===== config.mk =====
export PLATFORM = sky130hd
export DESIGN_NAME = rlsup_link
export DESIGN_NICKNAME = d
export VERILOG_FILES = /design/src/design/rlsup_pkg.sv /design/src/design/rlsup_link.sv
export SDC_FILE = /design/constraint.sdc
export NUM_CORES = 1
export LEC_CHECK = 0
export BUFFER_PORTS_ARGS = -buffer_cell sky130_fd_sc_hd__buf_2
export CAP_MARGIN = 20
export CORE_ASPECT_RATIO = 1.4
export CORE_MARGIN = 2
export CORE_UTILIZATION = 54
export DETAILED_ROUTE_END_ITERATION = 10
export PLACE_DENSITY = 0.81
export SYNTH_ARGS = -nofsm -noshare
export SYNTH_HDL_FRONTEND = slang
export SYNTH_SLANG_ARGS = --single-unit

===== constraint.sdc =====
create_clock -name pclk -period 3.85 [get_ports pclk]
set_input_delay 0.385 -clock pclk [delete_from_list [all_inputs] [get_ports pclk]]
set_output_delay 0.385 -clock pclk [all_outputs]
set_load 0.1 [all_outputs]

===== src/design/rlsup_pkg.sv =====
// Constants, types and register map of the serial link start-up and user port block
// What this block does
// - After reset transmitter sends continuous fill K30.7
// - Enable, gated by signal loss, gives K28.5 idle
// - Offset delay write starts frame transmission
// - Receiver starts unsynchronized, passes nothing, checks blocks
// - Enough good blocks: wait for boundary idles
// - Enough boundary idles: wait for frame sync
// - Enough good groups: synchronized, messages delivered
// - Every user message is nineteen bytes; payload messages numbered, control messages not
// - Receive bus: first byte high, second low
// - Receive bus flags: violation and K per byte
// - Receive valid bit 0: one-cycle high-lane start
// - Receive message number updates with valid strobe
// - Receive frame flag bit 0 marks frame start
// - Control messages on own bus and strobe
// - Request strobe one cycle, bit 0 high lane
// - Transmit message number updates with request strobe
// - Transmit frame flag bit 0 marks frame start
// - Message lanes alternate high then low
// - One system clock drives everything
// - Detect boundary idle; replace violations with fill
// - Blocks with any violation are bad; runs counted
// - Groups good only with legal message and idles
package rlsup_pkg;

    // ******************************
    // Register map
    // ******************************
    localparam logic [11:0] CTRL_OFFSET = 12'h000;
    localparam logic [11:0] DELTA_OFFSET = 12'h004;
    localparam logic [11:0] STATUS_OFFSET = 12'h008;
    localparam int CTRL_TX_ENABLE_BIT = 0;
    localparam int CTRL_LOS_GATE_BIT = 1;
    localparam logic [1:0] CTRL_RESET = 2'h0;
    localparam logic [31:0] DELTA_RESET = 32'h0000_0000;
    localparam int STATUS_TX_LSB = 0;
    localparam int STATUS_RX_LSB = 4;
    localparam int STATUS_LOS_BIT = 8;

    // ******************************
    // Line codes and framing
    // ******************************
    localparam logic [7:0] K30_7_BYTE = 8'hfe;
    localparam logic [7:0] K28_5_BYTE = 8'hbc;
    localparam logic [7:0] K28_7_BYTE = 8'hfc;
    localparam int MSG_BYTES = 19;
    localparam logic [4:0] MPOS_LAST = 5'h12;
    localparam logic [7:0] CTL_MSG_INDEX = 8'h00;
    localparam logic [15:0] RUN_MAX = 16'hffff;

    // Byte classes carried down the transmit pipeline
    localparam logic [1:0] CLS_FILL = 2'h0;
    localparam logic [1:0] CLS_K285 = 2'h1;
    localparam logic [1:0] CLS_K287 = 2'h2;
    localparam logic [1:0] CLS_DATA = 2'h3;

    typedef enum logic [2:0] {
        TX_OFF = 3'b001,
        TX_IDLE = 3'b010,
        TX_FRAME = 3'b100
    } rlsup_tx_state_type;

    typedef enum logic [3:0] {
        unsynchronized_state = 4'b0001,
        wait_boundary_idles_state = 4'b0010,
        RX_WAIT_FRAME_SYNC = 4'b0100,
        RX_FRAME_SYNC = 4'b1000
    } rlsup_rx_state_type;

    // Position of one byte within the frame
    typedef struct packed {
        logic [13:0] grp;
        logic [7:0] mig;
        logic [12:0] gpos;
        logic [4:0] mpos;
    } rlsup_pos_type;

endpackage


===== src/design/rlsup_link.sv =====
// Link start-up state machines and user message ports with an APB register slave
`timescale 1ns/1ps
module rlsup_link #(
    parameter int M_MG = 5,
    parameter int N_MG = 4,
    parameter int K_MG = 5,
    parameter int RATE_INDEX = 1,
    parameter int BLOCK_SIZE = 16,
    parameter int SYNC_T = 4,
    parameter int UNSYNCHRONIZED_STATE_T = 4,
    parameter int FRAME_SYNC_T = 4,
    parameter int FRAME_UNSYNCHRONIZED_STATE_T = 4
) (
    // System clock and reset
    input wire logic pclk,
    input wire logic presetn,
    // APB slave
    input wire logic psel,
    input wire logic penable,
    input wire logic pwrite,
    input wire logic [11:0] paddr,
    input wire logic [31:0] pwdata,
    output logic [31:0] prdata,
    output logic pready,
    output logic pslverr,
    // Line status
    input wire logic loss_of_signal,
    // Receive lane from the coding layer
    input wire logic [15:0] rx_lane_data,
    input wire logic [1:0] rx_lane_k,
    input wire logic [1:0] rx_lane_cv,
    // Transmit lane to the coding layer
    output logic [15:0] tx_lane_data,
    output logic [1:0] tx_lane_k,
    // Receive user port
    output logic [19:0] rx_payload_msg_bus,
    output logic [1:0] rx_payload_msg_valid,
    output logic [20:0] rx_payload_msg_number,
    output logic [1:0] rx_frame_start_flag,
    output logic [19:0] rx_ctl_msg_bus,
    output logic [1:0] rx_ctl_msg_valid,
    // Transmit user port
    input wire logic [17:0] tx_payload_msg_bus,
    input wire logic tx_msg_supplied,
    output logic [1:0] tx_payload_msg_request,
    output logic [20:0] tx_payload_msg_number,
    output logic [1:0] tx_frame_start_flag
);
    import rlsup_pkg::*;

    localparam int MSG_AREA = M_MG * MSG_BYTES;
    localparam int GLEN = MSG_AREA + K_MG;
    localparam int NGRP = N_MG * RATE_INDEX;
    localparam logic [12:0] MSG_AREA_W = 13'(MSG_AREA);
    localparam logic [12:0] GLEN_M1 = 13'(GLEN - 1);
    localparam logic [13:0] NGRP_M1 = 14'(NGRP - 1);
    localparam logic [15:0] BLK_LAST = 16'(BLOCK_SIZE - 2);
    localparam logic [15:0] SYNC_W = 16'(SYNC_T);
    localparam logic [15:0] UNSYNCHRONIZED_STATE_W = 16'(UNSYNCHRONIZED_STATE_T);
    localparam logic [15:0] FSYNC_W = 16'(FRAME_SYNC_T);
    localparam logic [15:0] FUNSYNC_W = 16'(FRAME_UNSYNCHRONIZED_STATE_T);
    localparam logic [4:0] KMG_W = 5'(K_MG);

    // ******************************
    // Parameter checks
    // ******************************
    generate
        if (M_MG < 4 || M_MG > 255 || K_MG < 1 || K_MG > 19) begin : g_bad_group
            $error("Group shape out of range");
        end
        if (!(RATE_INDEX == 1 || RATE_INDEX == 2 || RATE_INDEX == 4)) begin : g_bad_rate
            $error("Rate index must be 1, 2 or 4");
        end
        if (NGRP < 4 || NGRP > 16383 || ((NGRP * GLEN) % 2) != 0) begin : g_bad_frame
            $error("Frame must hold 4 to 16383 groups and an even byte count");
        end
        if (BLOCK_SIZE < 2 || BLOCK_SIZE > 65534 || (BLOCK_SIZE % 2) != 0) begin : g_bad_blk
            $error("Block size must be even, 2 to 65534");
        end
        if (SYNC_T < 1 || UNSYNCHRONIZED_STATE_T < 1 || FRAME_SYNC_T < 1 || FRAME_UNSYNCHRONIZED_STATE_T < 1) begin : g_thr
            $error("Thresholds must be at least one");
        end
    endgenerate

    // ******************************
    // Frame position helpers
    // ******************************
    function automatic rlsup_pos_type step_pos(input rlsup_pos_type p);
        rlsup_pos_type n;
        n = p;
        if (p.gpos == GLEN_M1) begin
            n.gpos = '0;
            n.mpos = '0;
            n.mig = '0;
            n.grp = (p.grp == NGRP_M1) ? '0 : p.grp + 14'h0001;
        end else begin
            n.gpos = p.gpos + 13'h0001;
            if (p.mpos == MPOS_LAST) begin
                n.mpos = '0;
                n.mig = p.mig + 8'h01;
            end else begin
                n.mpos = p.mpos + 5'h01;
            end
        end
        return n;
    endfunction

    function automatic logic msg_start(input rlsup_pos_type p);
        return (p.gpos < MSG_AREA_W) && (p.mpos == 5'h00);
    endfunction

    function automatic logic frame_start(input rlsup_pos_type p);
        return (p.grp == 14'h0000) && (p.gpos == 13'h0000);
    endfunction

    function automatic logic [1:0] byte_class(input rlsup_pos_type p);
        if (p.gpos >= MSG_AREA_W) begin
            return (p.grp == NGRP_M1) ? CLS_K287 : CLS_K285;
        end
        return (p.mig == CTL_MSG_INDEX) ? CLS_FILL : CLS_DATA;
    endfunction

    // Message area accepts data or fill; idle area accepts the three idle codes
    function automatic logic byte_ok(input rlsup_pos_type p, input logic k, input logic [7:0] d);
        if (p.gpos < MSG_AREA_W) begin
            return !k || (d == K30_7_BYTE);
        end
        return k && (d == K28_5_BYTE || d == K28_7_BYTE || d == K30_7_BYTE);
    endfunction

    // ******************************
    // APB register slave
    // ******************************
    logic [1:0] ctrl, next_ctrl;
    logic [31:0] delta, next_delta;
    logic [31:0] next_prdata;
    logic next_pready, next_pslverr;
    logic delta_wr;
    rlsup_tx_state_type tx_state, next_tx_state;
    rlsup_rx_state_type rx_state, next_rx_state;

    always_comb begin
        logic acc;
        acc = psel && penable && !pready;
        next_ctrl = ctrl;
        next_delta = delta;
        next_prdata = 32'h0000_0000;
        next_pready = acc;
        next_pslverr = 1'b0;
        delta_wr = 1'b0;
        if (acc) begin
            unique case (paddr)
                CTRL_OFFSET: begin
                    if (pwrite) next_ctrl = pwdata[1:0];
                    next_prdata = {30'h0000_0000, ctrl};
                end
                DELTA_OFFSET: begin
                    if (pwrite) begin
                        next_delta = pwdata;
                        delta_wr = 1'b1;
                    end
                    next_prdata = delta;
                end
                STATUS_OFFSET: begin
                    next_prdata[STATUS_TX_LSB +: 3] = tx_state;
                    next_prdata[STATUS_RX_LSB +: 4] = rx_state;
                    next_prdata[STATUS_LOS_BIT] = loss_of_signal;
                end
                default: next_pslverr = 1'b1;
            endcase
        end
    end

    always_ff @(posedge pclk or negedge presetn) begin
        if (!presetn) begin
            ctrl <= CTRL_RESET;
            delta <= DELTA_RESET;
            prdata <= 32'h0000_0000;
            pready <= 1'b0;
            pslverr <= 1'b0;
        end else begin
            ctrl <= next_ctrl;
            delta <= next_delta;
            prdata <= next_prdata;
            pready <= next_pready;
            pslverr <= next_pslverr;
        end
    end

    // ******************************
    // Transmitter
    // ******************************
    rlsup_pos_type tx_pos, next_tx_pos;
    logic [3:0] tx_cls1, next_tx_cls1, tx_cls2;
    logic [1:0] next_tx_req, next_tx_fs;
    logic [20:0] tx_count, next_tx_count, next_tx_number;
    logic [15:0] next_tx_lane_data;
    logic [1:0] next_tx_lane_k;

    always_comb begin
        logic run_ok;
        rlsup_pos_type lo;
        run_ok = ctrl[CTRL_TX_ENABLE_BIT] && (!ctrl[CTRL_LOS_GATE_BIT] || loss_of_signal);
        lo = step_pos(tx_pos);
        next_tx_state = tx_state;
        next_tx_pos = tx_pos;
        next_tx_req = 2'h0;
        next_tx_fs = 2'h0;
        next_tx_count = tx_count;
        next_tx_number = tx_payload_msg_number;
        next_tx_cls1 = {CLS_FILL, CLS_FILL};
        unique case (tx_state)
            TX_OFF: begin
                if (run_ok) next_tx_state = TX_IDLE;
            end
            TX_IDLE: begin
                next_tx_cls1 = {CLS_K285, CLS_K285};
                if (!run_ok) begin
                    next_tx_state = TX_OFF;
                end else if (delta_wr) begin
                    next_tx_state = TX_FRAME;
                    next_tx_pos = '0;
                end
            end
            TX_FRAME: begin
                if (!run_ok) begin
                    next_tx_state = TX_OFF;
                end else begin
                    next_tx_pos = step_pos(lo);
                    next_tx_cls1 = {byte_class(tx_pos), byte_class(lo)};
                    next_tx_fs = {frame_start(lo), frame_start(tx_pos)};
                    if (frame_start(tx_pos)) next_tx_count = '0;
                    next_tx_req[0] = msg_start(tx_pos) && byte_class(tx_pos) == CLS_DATA;
                    next_tx_req[1] = msg_start(lo) && byte_class(lo) == CLS_DATA;
                    if (|next_tx_req) begin
                        next_tx_number = next_tx_count;
                        next_tx_count = next_tx_count + 21'h00_0001;
                    end
                end
            end
        endcase
    end

    // Lane builder: user data sampled one cycle after its request
    always_comb begin
        logic [17:0] bus;
        bus = tx_payload_msg_bus;
        next_tx_lane_data = 16'h0000;
        next_tx_lane_k = 2'h0;
        for (int i = 0; i < 2; i++) begin
            logic [1:0] cls;
            logic [7:0] ud;
            // High lane takes the upper class field
            cls = tx_cls2[(1-i)*2 +: 2];
            ud = (i == 0) ? bus[15:8] : bus[7:0];
            unique case (cls)
                CLS_FILL: begin
                    next_tx_lane_data[15-i*8 -: 8] = K30_7_BYTE;
                    next_tx_lane_k[1-i] = 1'b1;
                end
                CLS_K285: begin
                    next_tx_lane_data[15-i*8 -: 8] = K28_5_BYTE;
                    next_tx_lane_k[1-i] = 1'b1;
                end
                CLS_K287: begin
                    next_tx_lane_data[15-i*8 -: 8] = K28_7_BYTE;
                    next_tx_lane_k[1-i] = 1'b1;
                end
                CLS_DATA: begin
                    // Nothing supplied leaves an empty message of fill codes
                    next_tx_lane_data[15-i*8 -: 8] = tx_msg_supplied ? ud : K30_7_BYTE;
                    next_tx_lane_k[1-i] = tx_msg_supplied ? bus[17-i] : 1'b1;
                end
            endcase
        end
    end

    always_ff @(posedge pclk or negedge presetn) begin
        if (!presetn) begin
            tx_state <= TX_OFF;
            tx_pos <= '0;
            tx_cls1 <= {CLS_FILL, CLS_FILL};
            tx_cls2 <= {CLS_FILL, CLS_FILL};
            tx_count <= '0;
            tx_payload_msg_request <= 2'h0;
            tx_payload_msg_number <= '0;
            tx_frame_start_flag <= 2'h0;
            tx_lane_data <= {K30_7_BYTE, K30_7_BYTE};
            tx_lane_k <= 2'h3;
        end else begin
            tx_state <= next_tx_state;
            tx_pos <= next_tx_pos;
            tx_cls1 <= next_tx_cls1;
            tx_cls2 <= tx_cls1;
            tx_count <= next_tx_count;
            tx_payload_msg_request <= next_tx_req;
            tx_payload_msg_number <= next_tx_number;
            tx_frame_start_flag <= next_tx_fs;
            tx_lane_data <= next_tx_lane_data;
            tx_lane_k <= next_tx_lane_k;
        end
    end

    // ******************************
    // Receiver
    // ******************************
    logic [15:0] s1_data, s2_data, next_s2_data;
    logic [1:0] s1_k, s1_cv, s2_k, s2_cv, s2_k287, next_s2_k, next_s2_k287;
    rlsup_pos_type rx_pos, next_rx_pos;
    logic [15:0] blk_cnt, next_blk_cnt, good_blk, next_good_blk, bad_blk, next_bad_blk;
    logic blk_bad, next_blk_bad;
    logic [15:0] good_grp, next_good_grp, bad_grp, next_bad_grp;
    logic grp_bad, next_grp_bad;
    logic [4:0] idle_run, next_idle_run;
    logic [20:0] rx_count, next_rx_count, next_rx_number;
    logic [19:0] next_rx_bus;
    logic [1:0] next_rx_valid, next_rx_cvalid, next_rx_fs;

    // Boundary idle detect and violation replacement
    always_comb begin
        for (int i = 0; i < 2; i++) begin
            next_s2_k287[i] = s1_data[i*8 +: 8] == K28_7_BYTE && s1_k[i] && !s1_cv[i];
            next_s2_data[i*8 +: 8] = s1_cv[i] ? K30_7_BYTE : s1_data[i*8 +: 8];
            next_s2_k[i] = s1_cv[i] | s1_k[i];
        end
    end

    always_comb begin
        rlsup_pos_type lo;
        logic bad_now, blk_end, bad_hi, bad_lo, grp_done, grp_res, in_frame;
        logic [4:0] run;
        lo = step_pos(rx_pos);
        next_rx_state = rx_state;
        next_rx_pos = rx_pos;
        // Block checker runs in every state
        bad_now = blk_bad | (|s2_cv);
        blk_end = blk_cnt == BLK_LAST;
        next_blk_cnt = blk_end ? 16'h0000 : blk_cnt + 16'h0002;
        next_blk_bad = blk_end ? 1'b0 : bad_now;
        next_good_blk = good_blk;
        next_bad_blk = bad_blk;
        if (blk_end) begin
            next_good_blk = bad_now ? 16'h0000 : good_blk + {15'h0000, good_blk != RUN_MAX};
            next_bad_blk = bad_now ? bad_blk + {15'h0000, bad_blk != RUN_MAX} : 16'h0000;
        end
        // Consecutive boundary idles, high byte first
        run = s2_k287[1] ? idle_run + {4'h0, idle_run != KMG_W} : 5'h00;
        run = s2_k287[0] ? run + {4'h0, run != KMG_W} : 5'h00;
        next_idle_run = run;
        // Message group checker
        in_frame = rx_state == RX_WAIT_FRAME_SYNC || rx_state == RX_FRAME_SYNC;
        bad_hi = !byte_ok(rx_pos, s2_k[1], s2_data[15:8]);
        bad_lo = !byte_ok(lo, s2_k[0], s2_data[7:0]);
        grp_done = 1'b0;
        grp_res = 1'b0;
        next_grp_bad = grp_bad | bad_hi | bad_lo;
        if (rx_pos.gpos == GLEN_M1) begin
            grp_done = 1'b1;
            grp_res = grp_bad | bad_hi;
            next_grp_bad = bad_lo;
        end else if (lo.gpos == GLEN_M1) begin
            grp_done = 1'b1;
            grp_res = grp_bad | bad_hi | bad_lo;
            next_grp_bad = 1'b0;
        end
        next_good_grp = good_grp;
        next_bad_grp = bad_grp;
        if (grp_done) begin
            next_good_grp = grp_res ? 16'h0000 : good_grp + {15'h0000, good_grp != RUN_MAX};
            next_bad_grp = grp_res ? bad_grp + {15'h0000, bad_grp != RUN_MAX} : 16'h0000;
        end
        if (in_frame) begin
            next_rx_pos = step_pos(lo);
        end
        unique case (rx_state)
            unsynchronized_state: begin
                if (good_blk >= SYNC_W) next_rx_state = wait_boundary_idles_state;
            end
            wait_boundary_idles_state: begin
                if (bad_blk >= UNSYNCHRONIZED_STATE_W) begin
                    next_rx_state = unsynchronized_state;
                end else if (s2_k287[0] && run == KMG_W) begin
                    // Last idle sits in the low lane, so the frame opens on the high lane
                    next_rx_state = RX_WAIT_FRAME_SYNC;
                    next_rx_pos = '0;
                end
            end
            RX_WAIT_FRAME_SYNC: begin
                if (bad_blk >= UNSYNCHRONIZED_STATE_W) begin
                    next_rx_state = unsynchronized_state;
                end else if (good_grp >= FSYNC_W) begin
                    next_rx_state = RX_FRAME_SYNC;
                end
            end
            RX_FRAME_SYNC: begin
                if (bad_blk >= UNSYNCHRONIZED_STATE_W) begin
                    next_rx_state = unsynchronized_state;
                end else if (bad_grp >= FUNSYNC_W) begin
                    next_rx_state = wait_boundary_idles_state;
                end
            end
        endcase
        if (!in_frame || next_rx_state != rx_state) begin
            next_grp_bad = 1'b0;
            next_good_grp = 16'h0000;
            next_bad_grp = 16'h0000;
        end
        // User side delivery, only while frame synchronized
        next_rx_bus = {s2_cv[1], s2_k[1], s2_cv[0], s2_k[0], s2_data};
        next_rx_valid = 2'h0;
        next_rx_cvalid = 2'h0;
        next_rx_fs = 2'h0;
        next_rx_count = rx_count;
        next_rx_number = rx_payload_msg_number;
        if (rx_state == RX_FRAME_SYNC) begin
            next_rx_fs = {frame_start(lo), frame_start(rx_pos)};
            if (frame_start(rx_pos)) next_rx_count = '0;
            next_rx_valid[0] = msg_start(rx_pos) && rx_pos.mig != CTL_MSG_INDEX;
            next_rx_valid[1] = msg_start(lo) && lo.mig != CTL_MSG_INDEX;
            next_rx_cvalid[0] = msg_start(rx_pos) && rx_pos.mig == CTL_MSG_INDEX;
            next_rx_cvalid[1] = msg_start(lo) && lo.mig == CTL_MSG_INDEX;
            if (|next_rx_valid) begin
                next_rx_number = next_rx_count;
                next_rx_count = next_rx_count + 21'h00_0001;
            end
        end else begin
            next_rx_bus = 20'h0_0000;
        end
    end

    always_ff @(posedge pclk or negedge presetn) begin
        if (!presetn) begin
            s1_data <= 16'h0000;
            s1_k <= 2'h0;
            s1_cv <= 2'h0;
            s2_data <= 16'h0000;
            s2_k <= 2'h0;
            s2_cv <= 2'h0;
            s2_k287 <= 2'h0;
            rx_state <= unsynchronized_state;
            rx_pos <= '0;
            blk_cnt <= 16'h0000;
            blk_bad <= 1'b0;
            good_blk <= 16'h0000;
            bad_blk <= 16'h0000;
            good_grp <= 16'h0000;
            bad_grp <= 16'h0000;
            grp_bad <= 1'b0;
            idle_run <= 5'h00;
            rx_count <= '0;
            rx_payload_msg_bus <= 20'h0_0000;
            rx_ctl_msg_bus <= 20'h0_0000;
            rx_payload_msg_valid <= 2'h0;
            rx_ctl_msg_valid <= 2'h0;
            rx_payload_msg_number <= '0;
            rx_frame_start_flag <= 2'h0;
        end else begin
            s1_data <= rx_lane_data;
            s1_k <= rx_lane_k;
            s1_cv <= rx_lane_cv;
            s2_data <= next_s2_data;
            s2_k <= next_s2_k;
            s2_cv <= s1_cv;
            s2_k287 <= next_s2_k287;
            rx_state <= next_rx_state;
            rx_pos <= next_rx_pos;
            blk_cnt <= next_blk_cnt;
            blk_bad <= next_blk_bad;
            good_blk <= next_good_blk;
            bad_blk <= next_bad_blk;
            good_grp <= next_good_grp;
            bad_grp <= next_bad_grp;
            grp_bad <= next_grp_bad;
            idle_run <= next_idle_run;
            rx_count <= next_rx_count;
            rx_payload_msg_bus <= next_rx_bus;
            rx_ctl_msg_bus <= next_rx_bus;
            rx_payload_msg_valid <= next_rx_valid;
            rx_ctl_msg_valid <= next_rx_cvalid;
            rx_payload_msg_number <= next_rx_number;
            rx_frame_start_flag <= next_rx_fs;
        end
    end

endmodule // rlsup_link


==> summary.txt, run 1 <==
Critical path
  • Crit start category: flip-flop
  • Cell breakdown of the critical path: nor4b_2 > nand2_1 > ha_2 > ha_4 > xor2_2 > nand4_1 > a21o_1 > ha_2 > ha_2 > inv_1 > and3_1 > o21ai_1 > or4_4 > a311oi_4 > nor2_4 > a221o_1
  • Slowest cell delay on critical path: 460 ps
  • Crit end category: flip-flop
  • Critical-path top delay cell: or4_4
  • Setup CP Type: reg -> reg
  • WP data arrival: 4080 ps
  • CP bufs+invs: 1
  • Cell family with most CP delay: simple AND/OR/NAND/NOR gates
  • Critical Path RT: 4290 ps
  • Worst-path maximum fanout: 5
  • Crit path from: idle_run[3]$_DFF_PN0_
  • Cell mode on critical path: ha_2
  • RR Startpoint: idle_run[3]$_DFF_PN0_

Drt
  • Post-DR wirelength/cell: 18.97 um
  • DRT iter0 DRCs: 1,509
  • Detail Route Antenna Nets: 0
  • DRC violations left: 0
  • Routed Wire Length: 62,970 um
  • Router iterations before antenna repair: 6
  • Via count: 20,320
  • Via density: 6.120

Yosys
  • Post-synth top cells: 405 x dfrtp_1, 301 x nand2_1, 177 x o21ai_0
  • Post-synth top area share: 0.4308
  • Post-synth cell types: 110
  • Primary FF master, synth: dfrtp_1
  • Top-count cell post-synth: dfrtp_1
  • Flops & latches, synth: 423
  • Cell taking the most area after synthesis: dfrtp_1
  • Ys Warns: 0
  • Synth area leaders: dfrtp_1 43%, nand2_1 4.8%, o21ai_0 3.8%
  • Syn Nets: 2,644
  • Syn Inst Count: 2,504
  • Syn Area/Cell: 9.395 um^2
  • Post-synth EDFFs: 0
  • Async S/R FF share, synth: 1.000
  • Synth Cell Area: 23,530 um^2
  • Post-synthesis sequential area ratio: 0.4509

Final layout
  • Ratio of cells with drive above 1 in the final layout: 0.2064
  • Synth-to-Final Area Change: 15.37%
  • Fin nets: 2,874
  • Fin cells: 3,320

Timing
  • Max_slew headroom: 0.3142
  • Worst slew pin tran: 1029 ps
  • RSZ-0062 raised after global routing: false
  • Final Hold Vio Count: 0
  • Fin. max-slew vios: 0
  • Clock skew: 17.62 ps
  • Final setup TNS: 0 ps
  • Hold_ws: 18.52 ps
  • Max frequency: 275.0 MHz
  • Min Clock Period, post-route: 3637 ps
  • Final setup fails: 0
  • Final critical-path share of the clock period: 0.9446

CTS
  • Clk_lat worst skew: 560 ps
  • Clock root cell: clkbuf_16
  • Worst-path clk slew: 60 ps
  • CTS buffer count: 42
  • H-Tree Depth: 2
  • Num Clock Sinks: 423
  • Clk buf depth: 3
  • TritonCTS clock tree: built

Run
  • Max Cap Viol: 0

Placed design
  • Number of placed cells counting well taps: 3,219
  • Detail Placement HPWL: 45,270 um
  • PortBufs: 232
  • GP Congestion: 0.9441

Floorplan
  • Horiz. Die Dim: 180.4 um
  • Initial core utilization: 0.5469
  • Die Height: 251.0 um
  • Top Ports: 233
  • Row count: 90
  • Die area: 45,270 um^2
  • Core footprint: 43,020 um^2

Global routing
  • Largest net degree at the start of global routing: 82
  • Vias in the first global route: 20,250
  • Initial antenna violation count: 4
  • Gr usage total: 0.2713
  • First-pass GRT wire length: 101,800 um
  • Grt ovf: 0

Power and ir drop
  • P_sw: 0.002170 W
  • Comb pwr share: 0.044
  • Pwr Density: 352.2 nW/um^2
  • Peak supply drop: 333.3 uV
  • Clock network fraction of total power: 0.476
  • Switching portion of total power: 0.2270
  • Power consumption: 0.009560 W
  • Internal power: 0.007389 W
  • Leakage: 12.09 nW
  • Power share of the sequential group: 0.480

Run status
  • Status: finished clean

Hold path
  • Hold Crit Class: in -> reg
  • Worst hold path startpoint: tx_payload_msg_bus[7]
## worst paths after layout
path | end | slack, ps | cells past startpoint
max | rx_pos[31]$_DFF_PN0_ | 210 | 16
min in group asynchronous | s2_data[1]$_DFF_PN0_ | 420 | 2
min reg2reg | tx_cls2[2]$_DFF_PN0_ | 350 | 0
min | tx_lane_data[7]$_DFF_PN1_ | 20 | 2
max reg2reg | rx_pos[31]$_DFF_PN0_ | 210 | 16
max in group asynchronous | prdata[15]$_DFF_PN0_ | 2390 | 3
## layout make-up
class                   instances  area [um^2]
multi-input cells            1853        11910
repair buffers                345         2126
flip-flops and latches        423        10610
well taps                     552        690.7
clock buffers                  55         1192
fillers                      3499        15880
clock inverters                22        354.1
inverters                      69        260.3
diodes                          1        2.502
## repair_timing
item	in CTS	in global routing
hold endpoints to repair	92	0
buffers inserted	0	2
setup endpoints to repair	33	41
resized for setup	1	9
pin swaps	0	5
hold buffers	21	0
## power by group through the flow
stage | registers [W] | logic (W) | clock network, W
5_1_grt | 0.00459 | 0.000458 | 0.00481
3_5_place_dp | 0.00467 | 0.000410 | 0
6_report | 0.00459 | 0.000423 | 0.00455
3_3_place_gp | 0.00466 | 0.000403 | 0
2_1_floorplan | 0.00479 | 0.0000812 | 0
4_1_cts | 0.00458 | 0.000431 | 0.00463
## metal layers
| layer | GRT usage | routed length [um] | part of all wire |
|---|---|---|---|
| met5 | 0 | 44 | 0.00070 |
| met3 | 0.03448 | 3008 | 0.048 |
| met4 | 0.1415 | 3080 | 0.049 |
| met1 | 0.3168 | 24010 | 0.38 |
| met2 | 0.4870 | 32830 | 0.52 |
## registers in the layout (all words and copies together) (netlist names), 21 cells and up
name	flops
delta	32
prdata	32
rx_count	21
rx_payload_msg_number	21
rx_pos	40
tx_count	21
tx_payload_msg_number	21
tx_pos	40
## worst reg2reg max path, stage by stage, from the launching register on
cell and delay [ps]:
dfrtp_1 400, nor4b_2 280, nand2_1 90, ha_2 210, ha_4 170, xor2_2 150
nand4_1 110, a21o_1 180, ha_2 170, ha_2 180, inv_1 70, and3_1 150
o21ai_1 80, or4_4 460, a311oi_4 360, nor2_4 110, a221o_1 350
## cells by family after synthesis
kind of cell | count (synthesis) | share of synthesized area
AND/OR/NAND/NOR | 1107 | 0.2583
AO/OA/AOI/OAI | 499 | 0.1406
flip-flops | 423 | 0.4509
buffers and inverters | 228 | 0.04553
XOR/XNOR | 148 | 0.05510
adder cells (fa/ha/maj) | 51 | 0.02712
multiplexers | 48 | 0.02244
## cells in the final DEF (no fill, tap or decap), drive strengths merged, types with 7 or more instances in the layout
cell,count
dfrtp,405
buf,324
nand2,305
o21ai,188
nor2,155
nor3,100
nand3,95
xnor2,94
a21oi,89
nand4,83
and2,73
inv,72
nor4,60
and3,55
clkbuf,55
xor2,54
ha,51
mux2,38
or2,34
or3,31
a31oi,26
o31ai,26
nor2b,23
dlygate4sd3,21
nand2b,19
a22oi,19
dfstp,18
and4,15
o22ai,15
o211ai,15
or4,15
a211oi,12
nand4b,11
a21o,11
mux2i,10
clkinv,10
bufinv,8
nor4b,8
o21bai,7
o21a,7
## metrics by stage
step           cell area (um^2)  setup slack, ps  utilization
3_5_place_dp              25320           -24.22       0.5886
6_report                  27140            213.2       0.6309
4_1_cts                   27080           -14.44       0.6295
5_1_grt                   27140            3.871       0.6309
2_1_floorplan             23530            35.72            -
3_3_place_gp              25320            107.6       0.5886
Power figures use the tool's default switching activity.
==> run 2, diff against run 1 <==
==> constraint.sdc (replaced) <==
create_clock -name pclk -period 3 [get_ports pclk]
set_input_delay 0.3 -clock pclk [delete_from_list [all_inputs] [get_ports pclk]]
set_output_delay 0.3 -clock pclk [all_outputs]
set_load 0.1 [all_outputs]
==> summary.txt, run 2 (synthesized netlist as in run 1, its figures left out) <==
Timing
  • Final Hold Vio Count: 0
  • Clock skew: 29.11 ps
  • Worst slew pin tran: 779.9 ps
  • Hold_ws: 39.21 ps
  • Max frequency: 286.6 MHz
  • Fin. max-slew vios: 0
  • Min Clock Period, post-route: 3490 ps
  • Final setup fails: 98
  • Worst setup margin: -489.6 ps
  • Final critical-path share of the clock period: 1.163
  • Max_slew headroom: 0.4800
  • RSZ-0062 raised after global routing: true

Run status
  • Violated checks: negative setup slack
  • Status: complete, but fails checks

CTS
  • Num Clock Sinks: 423
  • Clk buf depth: 3
  • Worst-path clk slew: 60 ps
  • TritonCTS clock tree: built
  • H-Tree Depth: 2
  • Clock root cell: clkbuf_16
  • Clk_lat worst skew: 580 ps
  • CTS buffer count: 43

Placed design
  • Post-Place Cell Area: 27,130 um^2
  • Detail Placement HPWL: 49,040 um
  • PortBufs: 232
  • GP Congestion: 0.9913

Critical path
  • Crit start category: flip-flop
  • Setup CP Type: reg -> reg
  • WP data arrival: 3920 ps
  • Crit end category: flip-flop
  • Worst-path maximum fanout: 6
  • Critical Path RT: 3430 ps

Run
  • Max Cap Viol: 0

Final layout
  • Fin nets: 3,199
  • Design Area, Final: 31,330 um^2
  • Biggest regs: rx_pos x40, tx_pos x40
  • Synth-to-Final Area Change: 33.19%
  • Most frequent cells in the layout: 400 x dfrtp_1, 306 x buf_4, 283 x nand2_1
  • Ratio of cells with drive above 1 in the final layout: 0.3332
  • Most common cell after layout, fill and taps aside: dfrtp_1

Floorplan
  • Top Ports: 233
  • Horiz. Die Dim: 180.4 um
  • Row count: 90
  • Initial core utilization: 0.5469
  • Die Height: 251.0 um
  • Die area: 45,270 um^2
  • Core footprint: 43,020 um^2

Global routing
  • Vias in the first global route: 22,640
  • Largest net degree at the start of global routing: 92
  • Gr usage total: 0.3141
  • Grt ovf: 0
  • First-pass GRT wire length: 116,300 um
  • Initial antenna violation count: 2

Drt
  • Routed Wire Length: 75,780 um
  • Via density: 6.169
  • DRC violations left: 0
  • DRT iter0 DRCs: 2,000
  • Detail Route Antenna Nets: 0
  • Via count: 22,510
  • Post-DR wirelength/cell: 20.77 um
  • Router iterations before antenna repair: 6

Power and ir drop
  • Leakage: 14.16 nW
  • Pwr Density: 393.2 nW/um^2
  • Peak supply drop: 397.3 uV

Hold path
  • Hold Crit Class: in -> reg
run 2: power breakdown:
group          leakage, nW  internal, W  switching, W  total (W)
clock                0.758      0.00345       0.00235    0.00580
sequential            5.64      0.00582     0.0000793    0.00590
combinational         7.77     0.000190      0.000430   0.000620
total                 14.2      0.00946       0.00286     0.0123
run 2: path summary, 6_finish.rpt:
check | slack, ps | depth (start not counted) | start | endpoint
worst min-delay path | 40 | 2 | pwdata[2] | delta[2]$_DFFE_PN0P_
worst min register to register | 350 | 0 | tx_cls1[0]$_DFF_PN0_ | tx_cls2[0]$_DFF_PN0_
worst max register to register | -490 | 17 | idle_run[3]$_DFF_PN0_ | rx_pos[22]$_DFF_PN0_
worst max-delay path | -490 | 17 | idle_run[3]$_DFF_PN0_ | rx_pos[22]$_DFF_PN0_
max in group asynchronous | 1730 | 3 | presetn | rx_state[0]$_DFF_PN1_
min in group asynchronous | 340 | 2 | presetn | rx_payload_msg_number[19]$_DFFE_PN0P_
run 2: what timing repair did:
action / CTS / global route
buffers inserted: 37 / 42
setup endpoints to repair: 130 / 168
hold endpoints to repair: 148 / 0
pin swaps: 57 / 66
gates resized for setup: 120 / 177
hold buffers: 68 / 0
cloned: 6 / 5
run 2: layout make-up:
class	count	area, um^2
clock inverter	19	270.3
timing repair buffer	668	5129
fill	2861	11680
clock buffer	61	1255
antenna	3	7.507
multi-input combinational	1854	13110
tap	552	690.7
sequential	423	10610
inverter	69	260.3
run 2: critical path: stages (launching register included):
cell       delay [ps]
dfrtp_1           390
nor4b_2           270
nand2_1           120
ha_4              190
ha_4              160
xor2_2            130
nand4_1            90
a21o_1            190
ha_4              170
ha_4              160
inv_2              50
and3_4            160
o21ai_2            60
or4_4             460
a311oi_4          310
buf_6             210
clkbuf_16         190
nor2_4             40
run 2: stage by stage:
stage | total power, W | util | setup TNS, ps | instances | setup WS, ps
2_1_floorplan | 0.006251 | - | -23780 | 2504 | -472.2
3_3_place_gp | 0.006510 | 0.6307 | -18240 | 3422 | -457.6
3_5_place_dp | 0.006525 | 0.6307 | -23280 | 3422 | -477.0
4_1_cts | 0.01233 | 0.7030 | -19470 | 3610 | -450.1
5_1_grt | 0.01265 | 0.7283 | -33600 | 3647 | -612.2
6_report | 0.01232 | 0.7284 | -24220 | 3649 | -489.6
run 2: layer usage:
layer	up-vias	wire length (um)	global-route usage
met4	0	4975	0.1823
li1	10060	-	-
met3	320	4060	0.03709
met2	1009	39410	0.5724
met5	-	0	0
met1	11120	27330	0.3533
==> run 3, diff against run 2 <==
--- a/config.mk
+++ b/config.mk
@@ -12,6 +12,7 @@
 export CORE_UTILIZATION = 54
 export DETAILED_ROUTE_END_ITERATION = 10
 export PLACE_DENSITY = 0.81
+export SETUP_SLACK_MARGIN = 0.15
 export SYNTH_ARGS = -nofsm -noshare
 export SYNTH_HDL_FRONTEND = slang
 export SYNTH_SLANG_ARGS = --single-unit
==> constraint.sdc (replaced) <==
create_clock -name pclk -period 3 [get_ports pclk]
set_input_delay 0.6 -clock pclk [delete_from_list [all_inputs] [get_ports pclk]]
set_output_delay 0.6 -clock pclk [all_outputs]
set_load 0.1 [all_outputs]
==> summary.txt, run 3 (synthesized netlist as in run 1, its figures left out) <==
Run status
  • Status: complete, but fails checks
  • Violated checks: negative setup slack

Drt
  • Routed Wire Length: 76,850 um
  • Detail Route Antenna Nets: 0
  • Via density: 6.272
  • DRC violations left: 0
  • Post-DR wirelength/cell: 21.10 um
  • DRT iter0 DRCs: 2,320
  • Via count: 22,840
  • Router iterations before antenna repair: 6

Global routing
  • Largest net degree at the start of global routing: 101
  • Initial antenna violation count: 2
  • Grt ovf: 0
  • Gr usage total: 0.3102
  • Vias in the first global route: 22,620
  • First-pass GRT wire length: 115,500 um

Final layout
  • # fillers: 2,772
  • Fin util: 0.7359
  • Most common cell after layout, fill and taps aside: dfrtp_1
  • Ratio of cells with drive above 1 in the final layout: 0.3711
  • Fin nets: 3,195
  • Fin cells: 3,642
  • Synth-to-Final Area Change: 34.56%
  • FF/Latch Area: 10,620 um^2
  • Most frequent cells in the layout: 399 x dfrtp_1, 329 x buf_4, 270 x nand2_1
  • Multi-input gate area: 13,530 um^2
  • Biggest regs: rx_pos x40, tx_pos x40

Floorplan
  • Horiz. Die Dim: 180.4 um
  • Die area: 45,270 um^2
  • Initial core utilization: 0.5469
  • Row count: 90
  • Top Ports: 233
  • Die Height: 251.0 um
  • Core footprint: 43,020 um^2

Timing
  • Final critical-path share of the clock period: 1.220
  • Max_slew headroom: 0.5108
  • Final setup fails: 104
  • Worst setup margin: -660.7 ps
  • Worst slew pin tran: 731.1 ps
  • RSZ-0062 raised after global routing: true
  • Max frequency: 273.2 MHz
  • Fin. max-slew vios: 0
  • Final setup TNS: -30,450 ps
  • Final Hold Vio Count: 0
  • Min Clock Period, post-route: 3661 ps
  • Hold_ws: 115.5 ps
  • Clock skew: 41.97 ps

Critical path
  • Setup CP Type: reg -> reg
  • Critical Path RT: 3420 ps
  • WP data arrival: 4080 ps
  • Crit start category: flip-flop
  • Worst-path maximum fanout: 7
  • Crit end category: flip-flop

CTS
  • Clock root cell: clkbuf_16
  • TritonCTS clock tree: built
  • CTS buffer count: 42
  • Worst-path clk slew: 60 ps
  • Clk_lat worst skew: 590 ps
  • Clk buf depth: 3
  • H-Tree Depth: 2
  • Num Clock Sinks: 423

Power and ir drop
  • Power consumption: 0.01190 W
  • Pwr Density: 376.0 nW/um^2
  • Peak supply drop: 497.2 uV
  • Leakage: 14.40 nW

Placed design
  • PortBufs: 232
  • Detail Placement HPWL: 49,400 um
  • Number of placed cells counting well taps: 3,436
  • GP Congestion: 0.9991

Run
  • Max Cap Viol: 0

Hold path
  • Hold Crit Class: in -> reg
[run 3: cell types whose count changed in the layout (fill, tap and decap cells not counted), sizes merged]
| cell | delta |
|---|---|
| o21ai | +1 |
| bufinv | -2 |
| diode | -1 |
| inv | +1 |
| a21o | -1 |
| clkbuf | -10 |
| clkinvlp | +3 |
| dlygate4sd3 | -67 |
| clkinv | +5 |
| buf | +64 |
[run 3: path summary, 6_finish.rpt]
| kind | start | to | slack [ps] | cells past startpoint |
|---|---|---|---|---|
| setup / recovery | idle_run[3]$_DFF_PN0_ | rx_pos[5]$_DFF_PN0_ | -660 | 18 |
| hold / removal | rx_lane_data[5] | s1_data[5]$_DFF_PN0_ | 120 | 1 |
| setup reg to reg | idle_run[3]$_DFF_PN0_ | rx_pos[5]$_DFF_PN0_ | -660 | 18 |
| hold reg to reg | tx_cls1[1]$_DFF_PN0_ | tx_cls2[1]$_DFF_PN0_ | 350 | 0 |
| max in group asynchronous | presetn | tx_lane_data[15]$_DFF_PN1_ | 1480 | 3 |
| min in group asynchronous | presetn | rx_payload_msg_number[4]$_DFFE_PN0P_ | 550 | 2 |
[run 3: critical path, stage by stage (launching register included)]
cell      delay (ps)
dfrtp_1          390
nor4b_2          270
nand2_1          120
ha_4             190
ha_4             160
xor2_2           170
nand4_1           70
a21o_1           120
ha_4             150
ha_4             130
inv_2             40
buf_4            120
a21oi_1          250
o21ai_4           80
or4_4            470
a311oi_4         300
buf_6            200
buf_12           170
a211oi_1          70
[run 3: layout make-up]
| class | instances | area share |
|---|---|---|
| antenna | 2 | 0.0001581 |
| clock buffer | 51 | 0.03553 |
| clock inverter | 26 | 0.009486 |
| inverter | 69 | 0.008735 |
| multi-input combinational | 1854 | 0.4273 |
| sequential | 423 | 0.3353 |
| tap | 552 | 0.02182 |
| timing repair buffer | 665 | 0.1616 |
[run 3: timing repair]
item                                   4_1_cts  5_1_grt
hold buffers                                 1        0
endpoints found under the hold margin       19        0
gates cloned                                 7        4
pin swaps                                   85       92
setup endpoints to repair                  178      196
gates resized for setup                    178      221
buffers inserted                            61       54
[run 3: routing by layer]
layer  global-route usage  wire length (um)  vias up
met3              0.03462              4509      412
met2               0.5680             40380     1267
met1               0.3504             26790    11120
met4               0.1730              5173        0
li1                     -                 -    10040
met5                    0                 0        -
[run 3: through the flow]
stage,area [um^2],setup WS (ps)
5_1_grt,31650,-783.1
3_5_place_dp,27320,-526.9
3_3_place_gp,27320,-454.9
2_1_floorplan,23900,-472.2
6_report,31660,-660.7
4_1_cts,30150,-478.3
[run 3: report_power, final]
part	switching (W)	total, W	internal (W)
logic	0.000415	0.000551	0.000136
clock network	0.00239	0.00546	0.00307
registers	0.0000738	0.00589	0.00582
